`src/logic/power_table_pkg.sv`:
```
package power_table_pkg;

  localparam int unsigned    ENTRY_W       = 8;
  localparam int unsigned    NUM_ENTRIES   = 2;
  localparam logic [7:0]     DEFAULT_LEVEL = 8'hc6;
  localparam logic [7:0]     FORBID_LO     = 8'h61;
  localparam logic [7:0]     FORBID_HI     = 8'h6f;

  // Power sequencing states
  typedef enum logic [2:0] {
    PWR_ON      = 3'b001,
    PWR_PENDING = 3'b010,
    PWR_OFF     = 3'b100
  } pwr_state_t;

  // Host-side table write request
  typedef struct packed {
    logic               burst;
    logic               index;
    logic [ENTRY_W-1:0] data;
  } table_wr_t;

  // All module state
  typedef struct packed {
    logic [ENTRY_W-1:0] entry1;
    logic [ENTRY_W-1:0] entry0;
    pwr_state_t         pwr;
    logic [ENTRY_W-1:0] pa_level;
    logic               bad_write;
  } table_state_t;

endpackage : power_table_pkg

```
`src/logic/tx_power_level_table.sv`:
```
`timescale 1ns/1ps
module tx_power_level_table (
  input  wire logic                       clk,
  input  wire logic                       sys_rst,
  input  wire logic                       wr_valid,
  input  wire power_table_pkg::table_wr_t wr_req,
  input  wire logic                       power_table_index,
  input  wire logic                       ook_mode,
  input  wire logic                       tx_symbol,
  input  wire logic                       power_down_strobe,
  input  wire logic                       chip_select_low,
  output logic [7:0]                      pa_level,
  output logic [7:0]                      entry0_level,
  output logic [7:0]                      entry1_level,
  output logic                            core_power_on,
  output logic                            xosc_enable,
  output logic                            bad_write
);

  power_table_pkg::table_state_t s_q;
  power_table_pkg::table_state_t s_d;
  logic                          wr_ok;
  logic                          code_ok;
  logic                          reach_ok;
  logic                          sel;
  logic                          to_sleep;
  logic                          powered;

  // Codes inside the forbidden band never reach the table
  assign code_ok = !(wr_req.data >= power_table_pkg::FORBID_LO &&
                     wr_req.data <= power_table_pkg::FORBID_HI);

  // Single-byte access reaches entry 0 only
  assign reach_ok = wr_req.burst || !wr_req.index;

  // Refused here as well, so a careless host cannot corrupt the table
  assign wr_ok = wr_valid && reach_ok && code_ok;

  // OOK with index 1 lets the symbol pick the entry; otherwise the index alone
  assign sel = (ook_mode && power_table_index) ? tx_symbol : power_table_index;

  // Pending power-down completes once the host releases chip select
  assign to_sleep = (s_q.pwr == power_table_pkg::PWR_PENDING) && !chip_select_low;

  // Core stays up while pending; writes are ignored only when off
  assign powered = (s_q.pwr != power_table_pkg::PWR_OFF);

  // Next state: writes, sleep sequencing, amplifier level
  always_comb begin
    s_d           = s_q;
    s_d.bad_write = wr_valid && !wr_ok;
    if (wr_ok && powered) begin
      if (wr_req.index) begin
        s_d.entry1 = wr_req.data;
      end else begin
        s_d.entry0 = wr_req.data;
      end
    end
    // Power sequencing: on, pending release of chip select, off
    unique case (s_q.pwr)
      power_table_pkg::PWR_ON: begin
        if (power_down_strobe) begin
          s_d.pwr = power_table_pkg::PWR_PENDING;
        end
      end
      power_table_pkg::PWR_PENDING: begin
        // Power holds until the host releases chip select
        if (to_sleep) begin
          s_d.pwr    = power_table_pkg::PWR_OFF;
          s_d.entry1 = '0;
        end
      end
      power_table_pkg::PWR_OFF: begin
        if (chip_select_low) begin
          s_d.pwr = power_table_pkg::PWR_ON;
        end
      end
      default: s_d.pwr = power_table_pkg::PWR_ON;
    endcase
    // Level follows index and symbol one cycle later
    s_d.pa_level = sel ? s_d.entry1 : s_d.entry0;
  end

  // State register
  always_ff @(posedge clk) begin
    if (sys_rst) begin
      s_q.entry0    <= power_table_pkg::DEFAULT_LEVEL;
      s_q.entry1    <= power_table_pkg::DEFAULT_LEVEL;
      s_q.pwr       <= power_table_pkg::PWR_ON;
      s_q.pa_level  <= power_table_pkg::DEFAULT_LEVEL;
      s_q.bad_write <= 1'b0;
    end else begin
      s_q <= s_d;
    end
  end

  assign pa_level      = s_q.pa_level;
  assign entry0_level  = s_q.entry0;
  assign entry1_level  = s_q.entry1;
  assign core_power_on = powered;
  assign xosc_enable   = core_power_on;
  assign bad_write     = s_q.bad_write;

  // Checks
  // Reset loads the default code everywhere and leaves the core powered
  property p_default;
    @(posedge clk) sys_rst |=>
      entry0_level == power_table_pkg::DEFAULT_LEVEL &&
      entry1_level == power_table_pkg::DEFAULT_LEVEL &&
      pa_level == power_table_pkg::DEFAULT_LEVEL &&
      core_power_on && !bad_write;
  endproperty
  a_default: assert property (p_default) else $error("default level wrong");

  // Strobe alone never cuts power while the host still selects
  property p_hold_power;
    @(posedge clk) disable iff (sys_rst)
      (s_q.pwr == power_table_pkg::PWR_PENDING && chip_select_low) |=> core_power_on;
  endproperty
  a_hold_power: assert property (p_hold_power) else $error("power dropped early");

  // Release of chip select completes the pending power-down
  property p_off;
    @(posedge clk) disable iff (sys_rst)
      (s_q.pwr == power_table_pkg::PWR_PENDING && !chip_select_low) |=> !core_power_on;
  endproperty
  a_off: assert property (p_off) else $error("power not removed");

  // Selecting a sleeping device wakes core and oscillator
  property p_wake;
    @(posedge clk) disable iff (sys_rst)
      (!core_power_on && chip_select_low) |=> core_power_on && xosc_enable;
  endproperty
  a_wake: assert property (p_wake) else $error("no wake on select");

  // Entry 0 survives sleep, entry 1 is discarded
  property p_sleep_keep;
    @(posedge clk) disable iff (sys_rst)
      (s_q.pwr == power_table_pkg::PWR_PENDING && !chip_select_low && !wr_valid)
      |=> entry1_level == '0 && entry0_level == $past(entry0_level);
  endproperty
  a_sleep_keep: assert property (p_sleep_keep) else $error("sleep table wrong");

  // Forbidden codes are flagged and never stored
  property p_forbid;
    @(posedge clk) disable iff (sys_rst)
      (wr_valid && wr_req.data >= power_table_pkg::FORBID_LO &&
       wr_req.data <= power_table_pkg::FORBID_HI)
      |=> bad_write && entry0_level == $past(entry0_level);
  endproperty
  a_forbid: assert property (p_forbid) else $error("forbidden code stored");

  // Single-byte access to entry 1 leaves it alone; sleep may still clear it
  property p_single;
    @(posedge clk) disable iff (sys_rst)
      (wr_valid && !wr_req.burst && wr_req.index && !to_sleep)
      |=> entry1_level == $past(entry1_level);
  endproperty
  a_single: assert property (p_single) else $error("single write hit entry 1");

  // OOK with index 1: the symbol chooses the entry
  property p_ook;
    @(posedge clk) disable iff (sys_rst)
      (ook_mode && power_table_index && !wr_valid && core_power_on && !power_down_strobe)
      |=> pa_level == ($past(tx_symbol) ? entry1_level : entry0_level);
  endproperty
  a_ook: assert property (p_ook) else $error("ook level wrong");

  // Other formats: the index alone chooses the entry
  property p_sel;
    @(posedge clk) disable iff (sys_rst)
      (!ook_mode && !wr_valid && core_power_on && !power_down_strobe)
      |=> pa_level == ($past(power_table_index) ? entry1_level : entry0_level);
  endproperty
  a_sel: assert property (p_sel) else $error("selected level wrong");

  // Accepted single-byte write lands in entry 0 one cycle later
  property p_write0;
    @(posedge clk) disable iff (sys_rst)
      (wr_valid && !wr_req.index && code_ok && powered)
      |=> entry0_level == $past(wr_req.data);
  endproperty
  a_write0: assert property (p_write0) else $error("entry 0 write lost");

  // Accepted burst write lands in entry 1 unless sleep clears it
  property p_write1;
    @(posedge clk) disable iff (sys_rst)
      (wr_valid && wr_req.burst && wr_req.index && code_ok && powered && !to_sleep)
      |=> entry1_level == $past(wr_req.data);
  endproperty
  a_write1: assert property (p_write1) else $error("entry 1 write lost");

  // Writes while unpowered leave the table untouched
  property p_off_write;
    @(posedge clk) disable iff (sys_rst)
      (!powered && wr_valid)
      |=> entry0_level == $past(entry0_level) && entry1_level == $past(entry1_level);
  endproperty
  a_off_write: assert property (p_off_write) else $error("write while off");

  // Strobe moves a powered core to pending, power still on
  property p_strobe;
    @(posedge clk) disable iff (sys_rst)
      (s_q.pwr == power_table_pkg::PWR_ON && power_down_strobe)
      |=> s_q.pwr == power_table_pkg::PWR_PENDING && core_power_on;
  endproperty
  a_strobe: assert property (p_strobe) else $error("strobe not taken");

  // Power state stays one-hot
  property p_onehot;
    @(posedge clk) disable iff (sys_rst) $onehot(s_q.pwr);
  endproperty
  a_onehot: assert property (p_onehot) else $error("power state corrupt");

  // Oscillator runs exactly while the core is powered
  property p_xosc;
    @(posedge clk) disable iff (sys_rst) xosc_enable == core_power_on;
  endproperty
  a_xosc: assert property (p_xosc) else $error("oscillator out of step");

  // Main scenarios
  c_ook: cover property (@(posedge clk) ook_mode && power_table_index && tx_symbol);
  c_sleep: cover property (@(posedge clk) s_q.pwr == power_table_pkg::PWR_OFF);
  c_burst: cover property (@(posedge clk) wr_valid && wr_req.burst && wr_req.index);
  c_bad: cover property (@(posedge clk) bad_write);
  c_wake: cover property (@(posedge clk) !core_power_on ##1 core_power_on);

endmodule : tx_power_level_table

```
`config.mk`:
```
export PLATFORM = sky130hd
export DESIGN_NAME = tx_power_level_table
export DESIGN_NICKNAME = d
export VERILOG_FILES = /design/src/logic/power_table_pkg.sv /design/src/logic/tx_power_level_table.sv
export SDC_FILE = /design/constraint.sdc
export NUM_CORES = 1
export LEC_CHECK = 0
export BUFFER_PORTS_ARGS = -buffer_cell sky130_fd_sc_hd__buf_4
export CELL_PAD_IN_SITES_DETAIL_PLACEMENT = 0
export CELL_PAD_IN_SITES_GLOBAL_PLACEMENT = 2
export CORE_MARGIN = 2
export CORE_UTILIZATION = 26
export CTS_CLUSTER_DIAMETER = 60
export CTS_CLUSTER_SIZE = 14
export DETAILED_ROUTE_END_ITERATION = 8
export GPL_TIMING_DRIVEN = 0
export HOLD_SLACK_MARGIN = 0.03
export PLACE_DENSITY = 0.73
export SLEW_MARGIN = 20
export SYNTH_ARGS = -nofsm -noshare
export SYNTH_HDL_FRONTEND = slang
export SYNTH_SLANG_ARGS = --single-unit
```
`constraint.sdc`:
```
create_clock -name clk -period 1.5 [get_ports clk]
set_clock_uncertainty 0.1 [all_clocks]
set_input_delay 0.15 -clock clk [delete_from_list [all_inputs] [get_ports clk]]
set_output_delay 0.15 -clock clk [all_outputs]
set_load 0.005 [all_outputs]
```
==> flow_summary.html, run 1 <==
<table>
<tr><th>Metric</th><th>Value</th></tr>
<tr><th colspan="2">Global route</th></tr>
<tr><td>Via count of the first global-routing pass</td><td>1105</td></tr>
<tr><td>Global-route wire length before repair</td><td>5112 um</td></tr>
<tr><td>Busiest metal layer after global routing</td><td>met2</td></tr>
<tr><td>GRT Residual Overflow</td><td>0</td></tr>
<tr><td>Number of antenna violations at the first check in global routing</td><td>0</td></tr>
<tr><td>Met2 usage in global routing</td><td>20.37%</td></tr>
<tr><td>Met1 capacity usage during global routing</td><td>15.15%</td></tr>
<tr><td>Overall track demand over capacity in global routing</td><td>11.81%</td></tr>
<tr><td>Largest net degree at the start of global routing</td><td>16</td></tr>
<tr><td>Met3 global-route usage</td><td>2.008%</td></tr>
<tr><th colspan="2">Worst setup path</th></tr>
<tr><td>Worst stage delay on the critical path</td><td>400 ps</td></tr>
<tr><td>Worst r2r path cells</td><td>5</td></tr>
<tr><td>Data arrival at the endpoint of the critical path</td><td>1630 ps</td></tr>
<tr><td>Worst reg-to-reg setup slack</td><td>-90 ps</td></tr>
<tr><td>Highest fanout seen on the critical path</td><td>8</td></tr>
<tr><td>Kind of cell adding the most delay to the critical path</td><td>flip-flops</td></tr>
<tr><td>Sort of element at the end of the critical path</td><td>flop</td></tr>
<tr><td>Cell with the largest stage delay on the worst path</td><td>sky130_fd_sc_hd__dfxtp_4</td></tr>
<tr><td>Critical path class</td><td>flop to flop</td></tr>
<tr><td>Sequence of cells on the critical path</td><td>nor3_4 &gt; nor4b_2 &gt; buf_6 &gt; mux2i_4 &gt; a22oi_1</td></tr>
<tr><td>Logic depth of the worst setup path including buffers</td><td>5</td></tr>
<tr><td>Kind of start point of the critical path</td><td>flop</td></tr>
<tr><td>Required time worst endpoint</td><td>1540 ps</td></tr>
<tr><td>Crit path buf inv count</td><td>1</td></tr>
<tr><th colspan="2">STA</th></tr>
<tr><td>Final Setup Violations</td><td>16</td></tr>
<tr><td>Actual transition at the worst max-transition pin</td><td>530.2 ps</td></tr>
<tr><td>Slew headroom</td><td>64.36%</td></tr>
<tr><td>Slack of the critical path</td><td>-91.91 ps</td></tr>
<tr><td>Final min period</td><td>1592 ps</td></tr>
<tr><td>Final-report hold violation count</td><td>0</td></tr>
<tr><td>Final worst path period share</td><td>106.1%</td></tr>
<tr><td>Max-slew violation count</td><td>0</td></tr>
<tr><td>RSZ-0062 raised after global routing</td><td>true</td></tr>
<tr><td>Final-layout setup total negative slack</td><td>-712.1 ps</td></tr>
<tr><td>Peak Freq</td><td>628.2 MHz</td></tr>
<tr><th colspan="2">Power</th></tr>
<tr><td>Static Leakage</td><td>0.0008543 uW</td></tr>
<tr><td>Maximum vdd drop</td><td>0.0002717 V</td></tr>
<tr><td>Power Density</td><td>810.1 nW/um^2</td></tr>
<tr><td>Pwr Total</td><td>1581 uW</td></tr>
<tr><th colspan="2">CTS</th></tr>
<tr><td>Total clock buffers created by CTS</td><td>3</td></tr>
<tr><td>Clock slew at the register clock pins of the worst setup and hold paths</td><td>100 ps</td></tr>
<tr><td>Max H-tree Level</td><td>1</td></tr>
<tr><td>CTS hold repair buffers</td><td>0</td></tr>
<tr><td>Later-pin clock latency in the skew report</td><td>270 ps</td></tr>
<tr><td>Clock tree from TritonCTS</td><td>yes</td></tr>
<tr><td>Maximum buffer depth of the clock tree</td><td>2</td></tr>
<tr><td>Clock root cell</td><td>sky130_fd_sc_hd__clkbuf_8</td></tr>
<tr><td>Count of clock tree sinks</td><td>28</td></tr>
<tr><th colspan="2">Placed design</th></tr>
<tr><td>DPL Wire Length</td><td>2336 um</td></tr>
<tr><td>Area after detailed placement</td><td>1748 um^2</td></tr>
<tr><td>Cell count after placement</td><td>249</td></tr>
<tr><td>Pre-CTS setup slack</td><td>-414.1 ps</td></tr>
<tr><td>Final GP Congestion</td><td>0.7850</td></tr>
<tr><td>Count of input and output buffers</td><td>44</td></tr>
<tr><th colspan="2">Outcome</th></tr>
<tr><td>Violations in the final reports</td><td>setup timing</td></tr>
<tr><td>Run status</td><td>finished, violations left</td></tr>
<tr><th colspan="2">Routing</th></tr>
<tr><td>Ratio of routed vias to standard cells</td><td>4.066</td></tr>
<tr><td>Number of nets still failing antenna checks after routing</td><td>0</td></tr>
<tr><td>Routed wire length</td><td>3083 um</td></tr>
<tr><td>Routed length per placed instance</td><td>12.04 um</td></tr>
<tr><td>Vias</td><td>1041</td></tr>
<tr><td>Number of DRC violations after detailed routing</td><td>0</td></tr>
<tr><td>Number of iterations in the first detailed-routing pass</td><td>4</td></tr>
<tr><td>Initial DRC Count</td><td>26</td></tr>
<tr><th colspan="2">Yosys</th></tr>
<tr><td>Post-synth design cell area</td><td>1313 um^2</td></tr>
<tr><td>Synth Instances</td><td>138</td></tr>
<tr><td>Number of register bits inferred by synthesis</td><td>28</td></tr>
<tr><td>Sequential cell area fraction in the yosys report</td><td>42.71%</td></tr>
<tr><td>Yosys synthesis warning count</td><td>0</td></tr>
<tr><td>Post-Syn Area per Cell</td><td>9.511 um^2</td></tr>
<tr><td>Count of distinct cell types in the synthesized netlist</td><td>27</td></tr>
<tr><td>Post-Synthesis Net Count</td><td>156</td></tr>
<tr><th colspan="2">Floorplan</th></tr>
<tr><td>Initial standard-cell utilization of the core</td><td>27.42%</td></tr>
<tr><td>Width of the chip</td><td>75.05 um</td></tr>
<tr><td>Area of the die</td><td>5633 um^2</td></tr>
<tr><td>Core footprint</td><td>4786 um^2</td></tr>
<tr><td>Die Span Y</td><td>75.05 um</td></tr>
<tr><td>Number of rows in the core area</td><td>25</td></tr>
<tr><td>I/O pin total</td><td>45</td></tr>
<tr><th colspan="2">Layout</th></tr>
<tr><td>Post-route non-filler standard cell count</td><td>256</td></tr>
<tr><td>Final instance area</td><td>1952 um^2</td></tr>
<tr><td>Fillers</td><td>491</td></tr>
<tr><td>Proportion of layout cells with a drive suffix above 1</td><td>55.03%</td></tr>
<tr><td>Final-stage net count</td><td>208</td></tr>
<tr><td>Number of antenna diodes</td><td>0</td></tr>
<tr><td>Layout overhead on the synthesized area</td><td>48.71%</td></tr>
<tr><th colspan="2">Worst hold path</th></tr>
<tr><td>Number of stages on the worst hold path</td><td>3</td></tr>
<tr><td>Class of the tightest hold or removal check</td><td>primary input to flop</td></tr>
<tr><th colspan="2">Run</th></tr>
<tr><td>Number of violations of the max-capacitance limit</td><td>0</td></tr>
</table>
## final cells by class
cell class                      count  area [um^2]  area share (%)
Buffer                             27        198.9           10.19
Tap cell                           67        83.83           4.295
Timing Repair Buffer               49        382.9           19.62
Inverter                            6        22.52           1.154
Multi-Input combinational cell     75        639.4           32.76
Clock buffer                        4        55.05           2.821
Sequential cell                    28        569.3           29.17
## logic make-up (layout without fill, tap and decap cells)
logic type / Yosys count / in the layout / share of synthesized area, %
and+or+nand+nor: 45 / 45 / 20.21
buffers and inverters: 35 / 86 / 17.45
DFF: 28 / 28 / 42.71
AOI/OAI and AO/OA: 14 / 14 / 6.768
muxes: 16 / 16 / 12.87
## cells in the mapped netlist, drive strengths merged
| master | n | area, um^2 |
|---|---|---|
| nand2b | 10 | 62.56 |
| nand3 | 1 | 5.000 |
| a22oi | 4 | 30.03 |
| nor3 | 9 | 61.31 |
| o21ai | 1 | 5.000 |
| o22ai | 4 | 25.02 |
| nor2b | 1 | 6.260 |
| nor2 | 8 | 30.03 |
| mux2i | 12 | 120.1 |
| nor4 | 2 | 25.02 |
| or3 | 1 | 6.260 |
| inv | 6 | 22.52 |
| a21oi | 3 | 15.01 |
| mux2 | 4 | 48.79 |
| and4 | 1 | 8.760 |
| nor3b | 1 | 7.510 |
| a31oi | 1 | 6.260 |
| nand2 | 10 | 37.54 |
| nor4b | 1 | 15.01 |
| clkbuf | 2 | 7.510 |
| o21bai | 1 | 7.510 |
| buf | 27 | 198.9 |
| dfxtp | 28 | 560.5 |
## path summary, 6_finish.rpt
path / from / to
min: wr_req[6] / entry0_level[6]
min reg2reg: entry0_level[7] / entry0_level[7]
max reg2reg: s_q[10] / pa_level[2]
max: s_q[10] / pa_level[2]
## worst reg2reg max path, delay by kind of cell (launching register included)
family | cells | cell delay [ps]
and+or+nand+nor | 2 | 350
AOI/OAI and AO/OA | 1 | 110
buffers and inverters | 1 | 240
muxes | 1 | 260
DFF | 1 | 400
## placed cells by master, fill, tap and decap left out, types with 2 or more instances in the layout
cell	netlist	routed
sky130_fd_sc_hd__buf_4	26	69
sky130_fd_sc_hd__dfxtp_1	28	25
sky130_fd_sc_hd__nand2_1	10	10
sky130_fd_sc_hd__nand2b_1	10	9
sky130_fd_sc_hd__nor2_1	8	8
sky130_fd_sc_hd__mux2i_1	12	6
sky130_fd_sc_hd__buf_6	0	5
sky130_fd_sc_hd__nor3_1	7	5
sky130_fd_sc_hd__inv_1	6	4
sky130_fd_sc_hd__mux2i_4	0	4
sky130_fd_sc_hd__mux2_4	1	4
sky130_fd_sc_hd__o22ai_1	4	4
sky130_fd_sc_hd__clkbuf_8	0	4
sky130_fd_sc_hd__a21oi_1	3	3
sky130_fd_sc_hd__inv_2	0	2
sky130_fd_sc_hd__nor3_4	1	2
sky130_fd_sc_hd__a22oi_2	0	2
sky130_fd_sc_hd__mux2i_2	0	2
sky130_fd_sc_hd__a22oi_1	4	2
sky130_fd_sc_hd__clkbuf_1	2	2
sky130_fd_sc_hd__nor3_2	1	2
sky130_fd_sc_hd__dfxtp_4	0	2
## sequential cells by signal (all words and copies together) (netlist names)
| signal | count |
|---|---|
| bad_write | 1 |
| s_q | 3 |
| entry0_level | 8 |
| pa_level | 8 |
| entry1_level | 8 |
## where the power goes
part	switching [uW]	internal, uW
Combinational	122	182
Clock	239	235
Sequential	24.7	779
Total	385	1200
## layer usage
layer | vias up | wire, um
li1 | 548 | -
met1 | 467 | 1403
met2 | 24 | 1534
met3 | 2 | 131
met4 | 0 | 14
met5 | - | 0
## stage by stage
| step | util (%) | hold WS (ps) |
|---|---|---|
| 2_1_floorplan | - | 203.4 |
| 3_3_place_gp | 36.52 | 335.0 |
| 3_5_place_dp | 36.52 | 340.9 |
| 4_1_cts | 38.85 | 46.05 |
| 5_1_grt | 40.78 | 49.73 |
| 6_report | 40.78 | 54.20 |
## timing repair
action                                 in CTS  in global routing
endpoints found under the hold margin       0                  0
pin swaps                                   6                  5
setup endpoints to repair                  26                 22
buffers inserted                            5                  0
gates resized for setup                    10                 17
(Power assumes the default switching activity.)
==> run 2, diff against run 1 <==
--- a/config.mk
+++ b/config.mk
@@ -9,13 +9,13 @@
 export CELL_PAD_IN_SITES_DETAIL_PLACEMENT = 0
 export CELL_PAD_IN_SITES_GLOBAL_PLACEMENT = 2
 export CORE_MARGIN = 2
-export CORE_UTILIZATION = 26
+export CORE_UTILIZATION = 30
 export CTS_CLUSTER_DIAMETER = 60
 export CTS_CLUSTER_SIZE = 14
 export DETAILED_ROUTE_END_ITERATION = 8
 export GPL_TIMING_DRIVEN = 0
 export HOLD_SLACK_MARGIN = 0.03
-export PLACE_DENSITY = 0.73
+export PLACE_DENSITY = 0.8
 export SLEW_MARGIN = 20
 export SYNTH_ARGS = -nofsm -noshare
 export SYNTH_HDL_FRONTEND = slang
==> constraint.sdc (replaced) <==
create_clock -name clk -period 2 [get_ports clk]
set_clock_uncertainty 0.1 [all_clocks]
set_input_delay 0.2 -clock clk [delete_from_list [all_inputs] [get_ports clk]]
set_output_delay 0.2 -clock clk [all_outputs]
set_load 0.005 [all_outputs]
==> run 2 against run 1 <==
  * The flow now finishes without violations
  * First-iteration DRC count grew to 2.6 times the previous value
  * Maximum frequency shrank 11%
  * Sequential share of layout area up 2.6 points
  * Cell area down 9.7%
  * Clock-buffer cell count unchanged
  * Die area is 13% lower
  * Wire length shrank 3.9%
  * Non-clock buffer count fell by 3
  * Critical endpoint is now pa_level[6]
  * Combinational power down 35%
  * Critical path type unchanged
==> flow_summary.html, run 2 (same netlist as run 1, synthesis figures left out) <==
<table>
<tr><th>Metric</th><th>Value</th></tr>
<tr><th colspan="2">Worst setup path</th></tr>
<tr><td>Worst r2r path cells</td><td>5</td></tr>
<tr><td>Worst setup endpoint</td><td>pa_level[6]</td></tr>
<tr><td>Highest fanout seen on the critical path</td><td>8</td></tr>
<tr><td>Worst stage delay on the critical path</td><td>500 ps</td></tr>
<tr><td>Worst reg-to-reg setup slack</td><td>210 ps</td></tr>
<tr><td>Cell with the largest stage delay on the worst path</td><td>sky130_fd_sc_hd__nor3_4</td></tr>
<tr><td>Required time worst endpoint</td><td>2110 ps</td></tr>
<tr><td>Logic depth of the worst setup path including buffers</td><td>5</td></tr>
<tr><td>Critical path class</td><td>flop to flop</td></tr>
<tr><td>Sequence of cells on the critical path</td><td>inv_1 &gt; nor3_2 &gt; nor3_4 &gt; mux2_2 &gt; a22oi_1</td></tr>
<tr><td>Data arrival at the endpoint of the critical path</td><td>1900 ps</td></tr>
<tr><td>Worst r2r src</td><td>s_q[11]</td></tr>
<tr><td>Reg2Reg Capture Point</td><td>pa_level[6]</td></tr>
<tr><td>Crit path buf inv count</td><td>1</td></tr>
<tr><td>Crit path from</td><td>s_q[11]</td></tr>
<tr><td>Kind of cell adding the most delay to the critical path</td><td>simple AND/OR/NAND/NOR gates</td></tr>
<tr><td>Sort of element at the end of the critical path</td><td>flop</td></tr>
<tr><td>Kind of start point of the critical path</td><td>flop</td></tr>
<tr><th colspan="2">Worst hold path</th></tr>
<tr><td>Number of stages on the worst hold path</td><td>3</td></tr>
<tr><td>Class of the tightest hold or removal check</td><td>primary input to flop</td></tr>
<tr><td>Origin of the worst min-delay path</td><td>wr_req[6]</td></tr>
<tr><th colspan="2">Floorplan</th></tr>
<tr><td>Number of rows in the core area</td><td>24</td></tr>
<tr><td>I/O pin total</td><td>45</td></tr>
<tr><td>Area of the die</td><td>4920 um^2</td></tr>
<tr><td>Initial standard-cell utilization of the core</td><td>30.57%</td></tr>
<tr><td>Core footprint</td><td>4294 um^2</td></tr>
<tr><td>Width of the chip</td><td>70.15 um</td></tr>
<tr><td>Die Span Y</td><td>70.15 um</td></tr>
<tr><th colspan="2">Routing</th></tr>
<tr><td>Initial DRC Count</td><td>68</td></tr>
<tr><td>Vias</td><td>1064</td></tr>
<tr><td>Number of DRC violations after detailed routing</td><td>0</td></tr>
<tr><td>Number of iterations in the first detailed-routing pass</td><td>4</td></tr>
<tr><td>Routed length per placed instance</td><td>12.45 um</td></tr>
<tr><td>Number of nets still failing antenna checks after routing</td><td>0</td></tr>
<tr><td>Routed wire length</td><td>2963 um</td></tr>
<tr><td>Ratio of routed vias to standard cells</td><td>4.471</td></tr>
<tr><th colspan="2">CTS</th></tr>
<tr><td>Post-cts sizing count</td><td>0</td></tr>
<tr><td>Count of clock tree sinks</td><td>28</td></tr>
<tr><td>CTS hold repair buffers</td><td>0</td></tr>
<tr><td>Max H-tree Level</td><td>1</td></tr>
<tr><td>Total clock buffers created by CTS</td><td>3</td></tr>
<tr><td>Maximum buffer depth of the clock tree</td><td>2</td></tr>
<tr><td>Clock slew at the register clock pins of the worst setup and hold paths</td><td>100 ps</td></tr>
<tr><td>Later-pin clock latency in the skew report</td><td>270 ps</td></tr>
<tr><td>Post-CTS setup buffer count</td><td>0</td></tr>
<tr><td>Clock root cell</td><td>sky130_fd_sc_hd__clkbuf_8</td></tr>
<tr><td>Clock tree from TritonCTS</td><td>yes</td></tr>
<tr><th colspan="2">STA</th></tr>
<tr><td>Hold Worst Slack</td><td>96.02 ps</td></tr>
<tr><td>Actual transition at the worst max-transition pin</td><td>557.3 ps</td></tr>
<tr><td>Final worst path period share</td><td>89.68%</td></tr>
<tr><td>RSZ-0062 raised after global routing</td><td>false</td></tr>
<tr><td>Peak Freq</td><td>557.5 MHz</td></tr>
<tr><td>Max-slew violation count</td><td>0</td></tr>
<tr><td>Slew headroom</td><td>62.56%</td></tr>
<tr><td>Final min period</td><td>1794 ps</td></tr>
<tr><td>Final Setup Violations</td><td>0</td></tr>
<tr><td>Final-report hold violation count</td><td>0</td></tr>
<tr><th colspan="2">Global route</th></tr>
<tr><td>Via count of the first global-routing pass</td><td>1065</td></tr>
<tr><td>Busiest metal layer after global routing</td><td>met2</td></tr>
<tr><td>Global-route wire length before repair</td><td>5099 um</td></tr>
<tr><td>GRT Residual Overflow</td><td>0</td></tr>
<tr><td>Met3 global-route usage</td><td>2.886%</td></tr>
<tr><td>Met2 usage in global routing</td><td>22.65%</td></tr>
<tr><td>Overall track demand over capacity in global routing</td><td>12.98%</td></tr>
<tr><td>Number of antenna violations at the first check in global routing</td><td>0</td></tr>
<tr><td>Largest net degree at the start of global routing</td><td>16</td></tr>
<tr><td>Met1 capacity usage during global routing</td><td>16.44%</td></tr>
<tr><th colspan="2">Power</th></tr>
<tr><td>Maximum vdd drop</td><td>0.0002327 V</td></tr>
<tr><td>Power Density</td><td>652.0 nW/um^2</td></tr>
<tr><td>Static Leakage</td><td>0.0007967 uW</td></tr>
<tr><td>Pwr Total</td><td>1150 uW</td></tr>
<tr><th colspan="2">Placed design</th></tr>
<tr><td>DPL Wire Length</td><td>2310 um</td></tr>
<tr><td>Count of input and output buffers</td><td>44</td></tr>
<tr><td>Final GP Congestion</td><td>0.7283</td></tr>
<tr><th colspan="2">Run</th></tr>
<tr><td>Number of violations of the max-capacitance limit</td><td>0</td></tr>
<tr><th colspan="2">Layout</th></tr>
<tr><td>Proportion of layout cells with a drive suffix above 1</td><td>44.62%</td></tr>
<tr><td>Layout overhead on the synthesized area</td><td>34.32%</td></tr>
<tr><td>Most common library cell in the layout ignoring fill and taps</td><td>sky130_fd_sc_hd__buf_4</td></tr>
<tr><td>Number of antenna diodes</td><td>0</td></tr>
<tr><td>Final-stage net count</td><td>205</td></tr>
<tr><td>Highest-count cells in the layout ignoring fill and taps</td><td>sky130_fd_sc_hd__buf_4, sky130_fd_sc_hd__dfxtp_1, sky130_fd_sc_hd__mux2i_1</td></tr>
<tr><th colspan="2">Outcome</th></tr>
<tr><td>Run status</td><td>finished, final reports clean</td></tr>
</table>
run 2: cell type report:
type                    instances  area [um^2]
fillers                       453         2531
repair buffers                 44        330.3
flip-flops and latches         28        560.5
plain buffers                  29        206.4
clock buffers                   4        55.05
inverters                       6        22.52
well taps                      52        65.06
multi-input cells              75        523.0
run 2: how the worst min path moves through the flow:
| stage | end | slack (ps) |
|---|---|---|
| 6_report | entry0_level[6] | 100 |
| 2_1_floorplan | entry0_level[7] | 250 |
| 3_3_place_gp | s_q[10] | 370 |
| 3_5_place_dp | s_q[10] | 370 |
| 5_1_grt | bad_write | 90 |
| 4_1_cts | entry0_level[6] | 90 |
run 2: worst reg2reg max path, delay by kind of cell (launching register included):
kind	cells	cell delay, ps
flops	1	340
buf+inv	1	130
mux	1	410
compound gates	1	140
simple gates	2	600
run 2: through the flow:
stage               std cells  area, um^2  TNS [ps]  worst slack [ps]  util (%)
floorplan                 138        1313         0             360.7         -
global placement          234        1708    -59.44            -33.96     39.77
detailed placement        234        1708    -77.57            -26.92     39.77
CTS                       238        1763         0             177.9     41.05
global route              238        1763         0             74.24     41.05
finish                    238        1763         0             206.4     41.05
run 2: power by group:
part | internal, uW | switching (uW) | leakage (uW)
clock | 176 | 179 | 0.0000288
sequential | 585 | 14.0 | 0.000229
combinational | 116 | 79.7 | 0.000539
total | 877 | 272 | 0.000797
run 2: routing by layer:
metal  up-vias  routed length, um
met1       501               1310
met5         -                  0
li1        538                  -
met4         0                 17
met3         2                131
met2        23               1503
==> run 3, diff against run 2 <==
--- a/config.mk
+++ b/config.mk
@@ -16,6 +16,7 @@
 export GPL_TIMING_DRIVEN = 0
 export HOLD_SLACK_MARGIN = 0.03
 export PLACE_DENSITY = 0.8
+export SETUP_SLACK_MARGIN = 0.4
 export SLEW_MARGIN = 20
 export SYNTH_ARGS = -nofsm -noshare
 export SYNTH_HDL_FRONTEND = slang
==> run 3 against run 2 <==
  * Sequential cell count stayed put
  * Sequential share of layout area is 1.6 points lower
  * Combinational power is 8% higher
  * Utilization is 2.6 points higher
  * Global-route usage is 0.18 points higher
  * First-iteration DRC count is 54% lower
  * Register-to-register slack better by 210 ps
  * Cell area is 6.4% higher
  * Non-clock buffer count is 6 higher
  * Worst setup slack better by 210 ps
  * Clock-buffer cell count stayed put
  * Power is 1.6% higher
==> flow_summary.html, run 3 (same netlist as run 1, synthesis figures left out) <==
<table>
<tr><th>Metric</th><th>Value</th></tr>
<tr><th colspan="2">Outcome</th></tr>
<tr><td>Run status</td><td>finished, final reports clean</td></tr>
<tr><th colspan="2">STA</th></tr>
<tr><td>Slack of the critical path</td><td>414.7 ps</td></tr>
<tr><td>Slew headroom</td><td>60.57%</td></tr>
<tr><td>Peak Freq</td><td>630.8 MHz</td></tr>
<tr><td>RSZ-0062 raised after global routing</td><td>true</td></tr>
<tr><td>Final worst path period share</td><td>79.26%</td></tr>
<tr><td>Max-slew violation count</td><td>0</td></tr>
<tr><td>Final min period</td><td>1585 ps</td></tr>
<tr><td>Final-report hold violation count</td><td>0</td></tr>
<tr><td>Actual transition at the worst max-transition pin</td><td>587.0 ps</td></tr>
<tr><td>Final-layout setup total negative slack</td><td>0 ps</td></tr>
<tr><td>Final Setup Violations</td><td>0</td></tr>
<tr><th colspan="2">Global route</th></tr>
<tr><td>Overall track demand over capacity in global routing</td><td>13.16%</td></tr>
<tr><td>Via count of the first global-routing pass</td><td>1043</td></tr>
<tr><td>Global-route wire length before repair</td><td>5126 um</td></tr>
<tr><td>GRT Residual Overflow</td><td>0</td></tr>
<tr><td>Largest net degree at the start of global routing</td><td>16</td></tr>
<tr><td>Number of antenna violations at the first check in global routing</td><td>0</td></tr>
<tr><th colspan="2">Layout</th></tr>
<tr><td>Most common library cell in the layout ignoring fill and taps</td><td>sky130_fd_sc_hd__buf_4</td></tr>
<tr><td>Fillers</td><td>436</td></tr>
<tr><td>Sequential cell area</td><td>566.8 um^2</td></tr>
<tr><td>Proportion of layout cells with a drive suffix above 1</td><td>51.04%</td></tr>
<tr><td>Final-stage net count</td><td>211</td></tr>
<tr><td>Layout overhead on the synthesized area</td><td>42.90%</td></tr>
<tr><td>Number of antenna diodes</td><td>0</td></tr>
<tr><td>Final instance area</td><td>1876 um^2</td></tr>
<tr><td>Post-route non-filler standard cell count</td><td>244</td></tr>
<tr><td>Multi-input logic area</td><td>559.3 um^2</td></tr>
<tr><td>Highest-count cells in the layout ignoring fill and taps</td><td>sky130_fd_sc_hd__buf_4, sky130_fd_sc_hd__dfxtp_1, sky130_fd_sc_hd__nand2_1, sky130_fd_sc_hd__nand2b_1, sky130_fd_sc_hd__mux2i_1</td></tr>
<tr><th colspan="2">Power</th></tr>
<tr><td>Static Leakage</td><td>0.0008475 uW</td></tr>
<tr><td>Power Density</td><td>622.6 nW/um^2</td></tr>
<tr><td>Pwr Total</td><td>1168 uW</td></tr>
<tr><td>Maximum vdd drop</td><td>0.0002388 V</td></tr>
<tr><th colspan="2">Worst setup path</th></tr>
<tr><td>Worst stage delay on the critical path</td><td>370 ps</td></tr>
<tr><td>Data arrival at the endpoint of the critical path</td><td>1630 ps</td></tr>
<tr><td>Sort of element at the end of the critical path</td><td>flop</td></tr>
<tr><td>Sequence of cells on the critical path</td><td>inv_4 &gt; nor3_4 &gt; nor4b_2 &gt; buf_6 &gt; mux2i_2 &gt; a22oi_1</td></tr>
<tr><td>Highest fanout seen on the critical path</td><td>8</td></tr>
<tr><td>Kind of start point of the critical path</td><td>flop</td></tr>
<tr><td>Required time worst endpoint</td><td>2040 ps</td></tr>
<tr><td>Critical path class</td><td>flop to flop</td></tr>
<tr><td>Kind of cell adding the most delay to the critical path</td><td>flip-flops</td></tr>
<tr><td>Crit path buf inv count</td><td>2</td></tr>
<tr><td>Cell with the largest stage delay on the worst path</td><td>sky130_fd_sc_hd__dfxtp_4</td></tr>
<tr><th colspan="2">CTS</th></tr>
<tr><td>Maximum buffer depth of the clock tree</td><td>2</td></tr>
<tr><td>Total clock buffers created by CTS</td><td>3</td></tr>
<tr><td>Later-pin clock latency in the skew report</td><td>280 ps</td></tr>
<tr><td>Clock root cell</td><td>sky130_fd_sc_hd__clkbuf_8</td></tr>
<tr><td>Count of clock tree sinks</td><td>28</td></tr>
<tr><td>Max H-tree Level</td><td>1</td></tr>
<tr><td>Clock slew at the register clock pins of the worst setup and hold paths</td><td>100 ps</td></tr>
<tr><td>Clock tree from TritonCTS</td><td>yes</td></tr>
<tr><th colspan="2">Routing</th></tr>
<tr><td>Initial DRC Count</td><td>31</td></tr>
<tr><td>Number of iterations in the first detailed-routing pass</td><td>4</td></tr>
<tr><td>Routed wire length</td><td>2995 um</td></tr>
<tr><td>Ratio of routed vias to standard cells</td><td>4.398</td></tr>
<tr><td>Vias</td><td>1073</td></tr>
<tr><td>Routed length per placed instance</td><td>12.27 um</td></tr>
<tr><td>Number of nets still failing antenna checks after routing</td><td>0</td></tr>
<tr><td>Number of DRC violations after detailed routing</td><td>0</td></tr>
<tr><th colspan="2">Placed design</th></tr>
<tr><td>Cell count after placement</td><td>234</td></tr>
<tr><td>Pre-CTS setup slack</td><td>22.77 ps</td></tr>
<tr><td>Count of input and output buffers</td><td>44</td></tr>
<tr><td>DPL Wire Length</td><td>2252 um</td></tr>
<tr><td>Area after detailed placement</td><td>1708 um^2</td></tr>
<tr><td>Final GP Congestion</td><td>0.7270</td></tr>
<tr><th colspan="2">Floorplan</th></tr>
<tr><td>Width of the chip</td><td>70.15 um</td></tr>
<tr><td>I/O pin total</td><td>45</td></tr>
<tr><td>Core footprint</td><td>4294 um^2</td></tr>
<tr><td>Number of rows in the core area</td><td>24</td></tr>
<tr><td>Initial standard-cell utilization of the core</td><td>30.57%</td></tr>
<tr><td>Die Span Y</td><td>70.15 um</td></tr>
<tr><td>Area of the die</td><td>4920 um^2</td></tr>
<tr><th colspan="2">Run</th></tr>
<tr><td>Number of violations of the max-capacitance limit</td><td>0</td></tr>
<tr><th colspan="2">Worst hold path</th></tr>
<tr><td>Class of the tightest hold or removal check</td><td>primary input to flop</td></tr>
</table>
==> run 3: worst register-to-register path: stages (launching register included) <==
cell and delay, ps:
sky130_fd_sc_hd__dfxtp_4 370, sky130_fd_sc_hd__inv_4 60, sky130_fd_sc_hd__nor3_4 50, sky130_fd_sc_hd__nor4b_2 280, sky130_fd_sc_hd__buf_6 220, sky130_fd_sc_hd__mux2i_2 250, sky130_fd_sc_hd__a22oi_1 120
==> run 3: layer usage <==
metal / vias to the layer above / wire, um / GRT usage, % / part of all wire [%]
met3: 4 / 134 / 2.453 / 4.5
li1: 553 / - / - / -
met2: 25 / 1525 / 23.39 / 51
met1: 491 / 1294 / 15.58 / 43
met5: - / 0 / 0 / 0
met4: 0 / 40 / 5.128 / 1.3
==> run 3: repair_timing <==
item                                    in CTS  in global routing
endpoints found under the setup margin      25                 18
pin swaps                                    3                  3
gates resized for setup                     14                  7
hold buffers                                 0                  0
buffers inserted                             4                  2
==> run 3: metrics by stage <==
step / util [%] / hold WS [ps]
finish: 43.68 / 77.59
CTS: 42.60 / 69.59
floorplan: - / 253.4
global route: 43.68 / 80.53
detailed placement: 39.77 / 362.5
global placement: 39.77 / 367.0
==> run 3: final timing paths <==
check,endpoint,cells past startpoint,slack [ps],startpoint
hold / removal,entry0_level[6],3,80,wr_req[6]
setup reg to reg,pa_level[6],6,410,s_q[11]
setup / recovery,pa_level[6],6,410,s_q[11]
hold reg to reg,entry0_level[2],2,410,entry0_level[2]
==> run 3: cell type report <==
cell class / instances / area share [%]
buffer: 29 / 11.81
clock buffer: 4 / 2.935
inverter: 6 / 1.334
multi-input combinational: 75 / 29.82
sequential: 28 / 30.22
tap: 52 / 3.469
timing repair buffer: 50 / 20.41
==> run 3: report_power, final <==
| group | internal, uW | switching (uW) |
|---|---|---|
| Combinational | 126 | 85.2 |
| Clock | 177 | 180 |
| Sequential | 584 | 15.6 |
| Total | 886 | 281 |
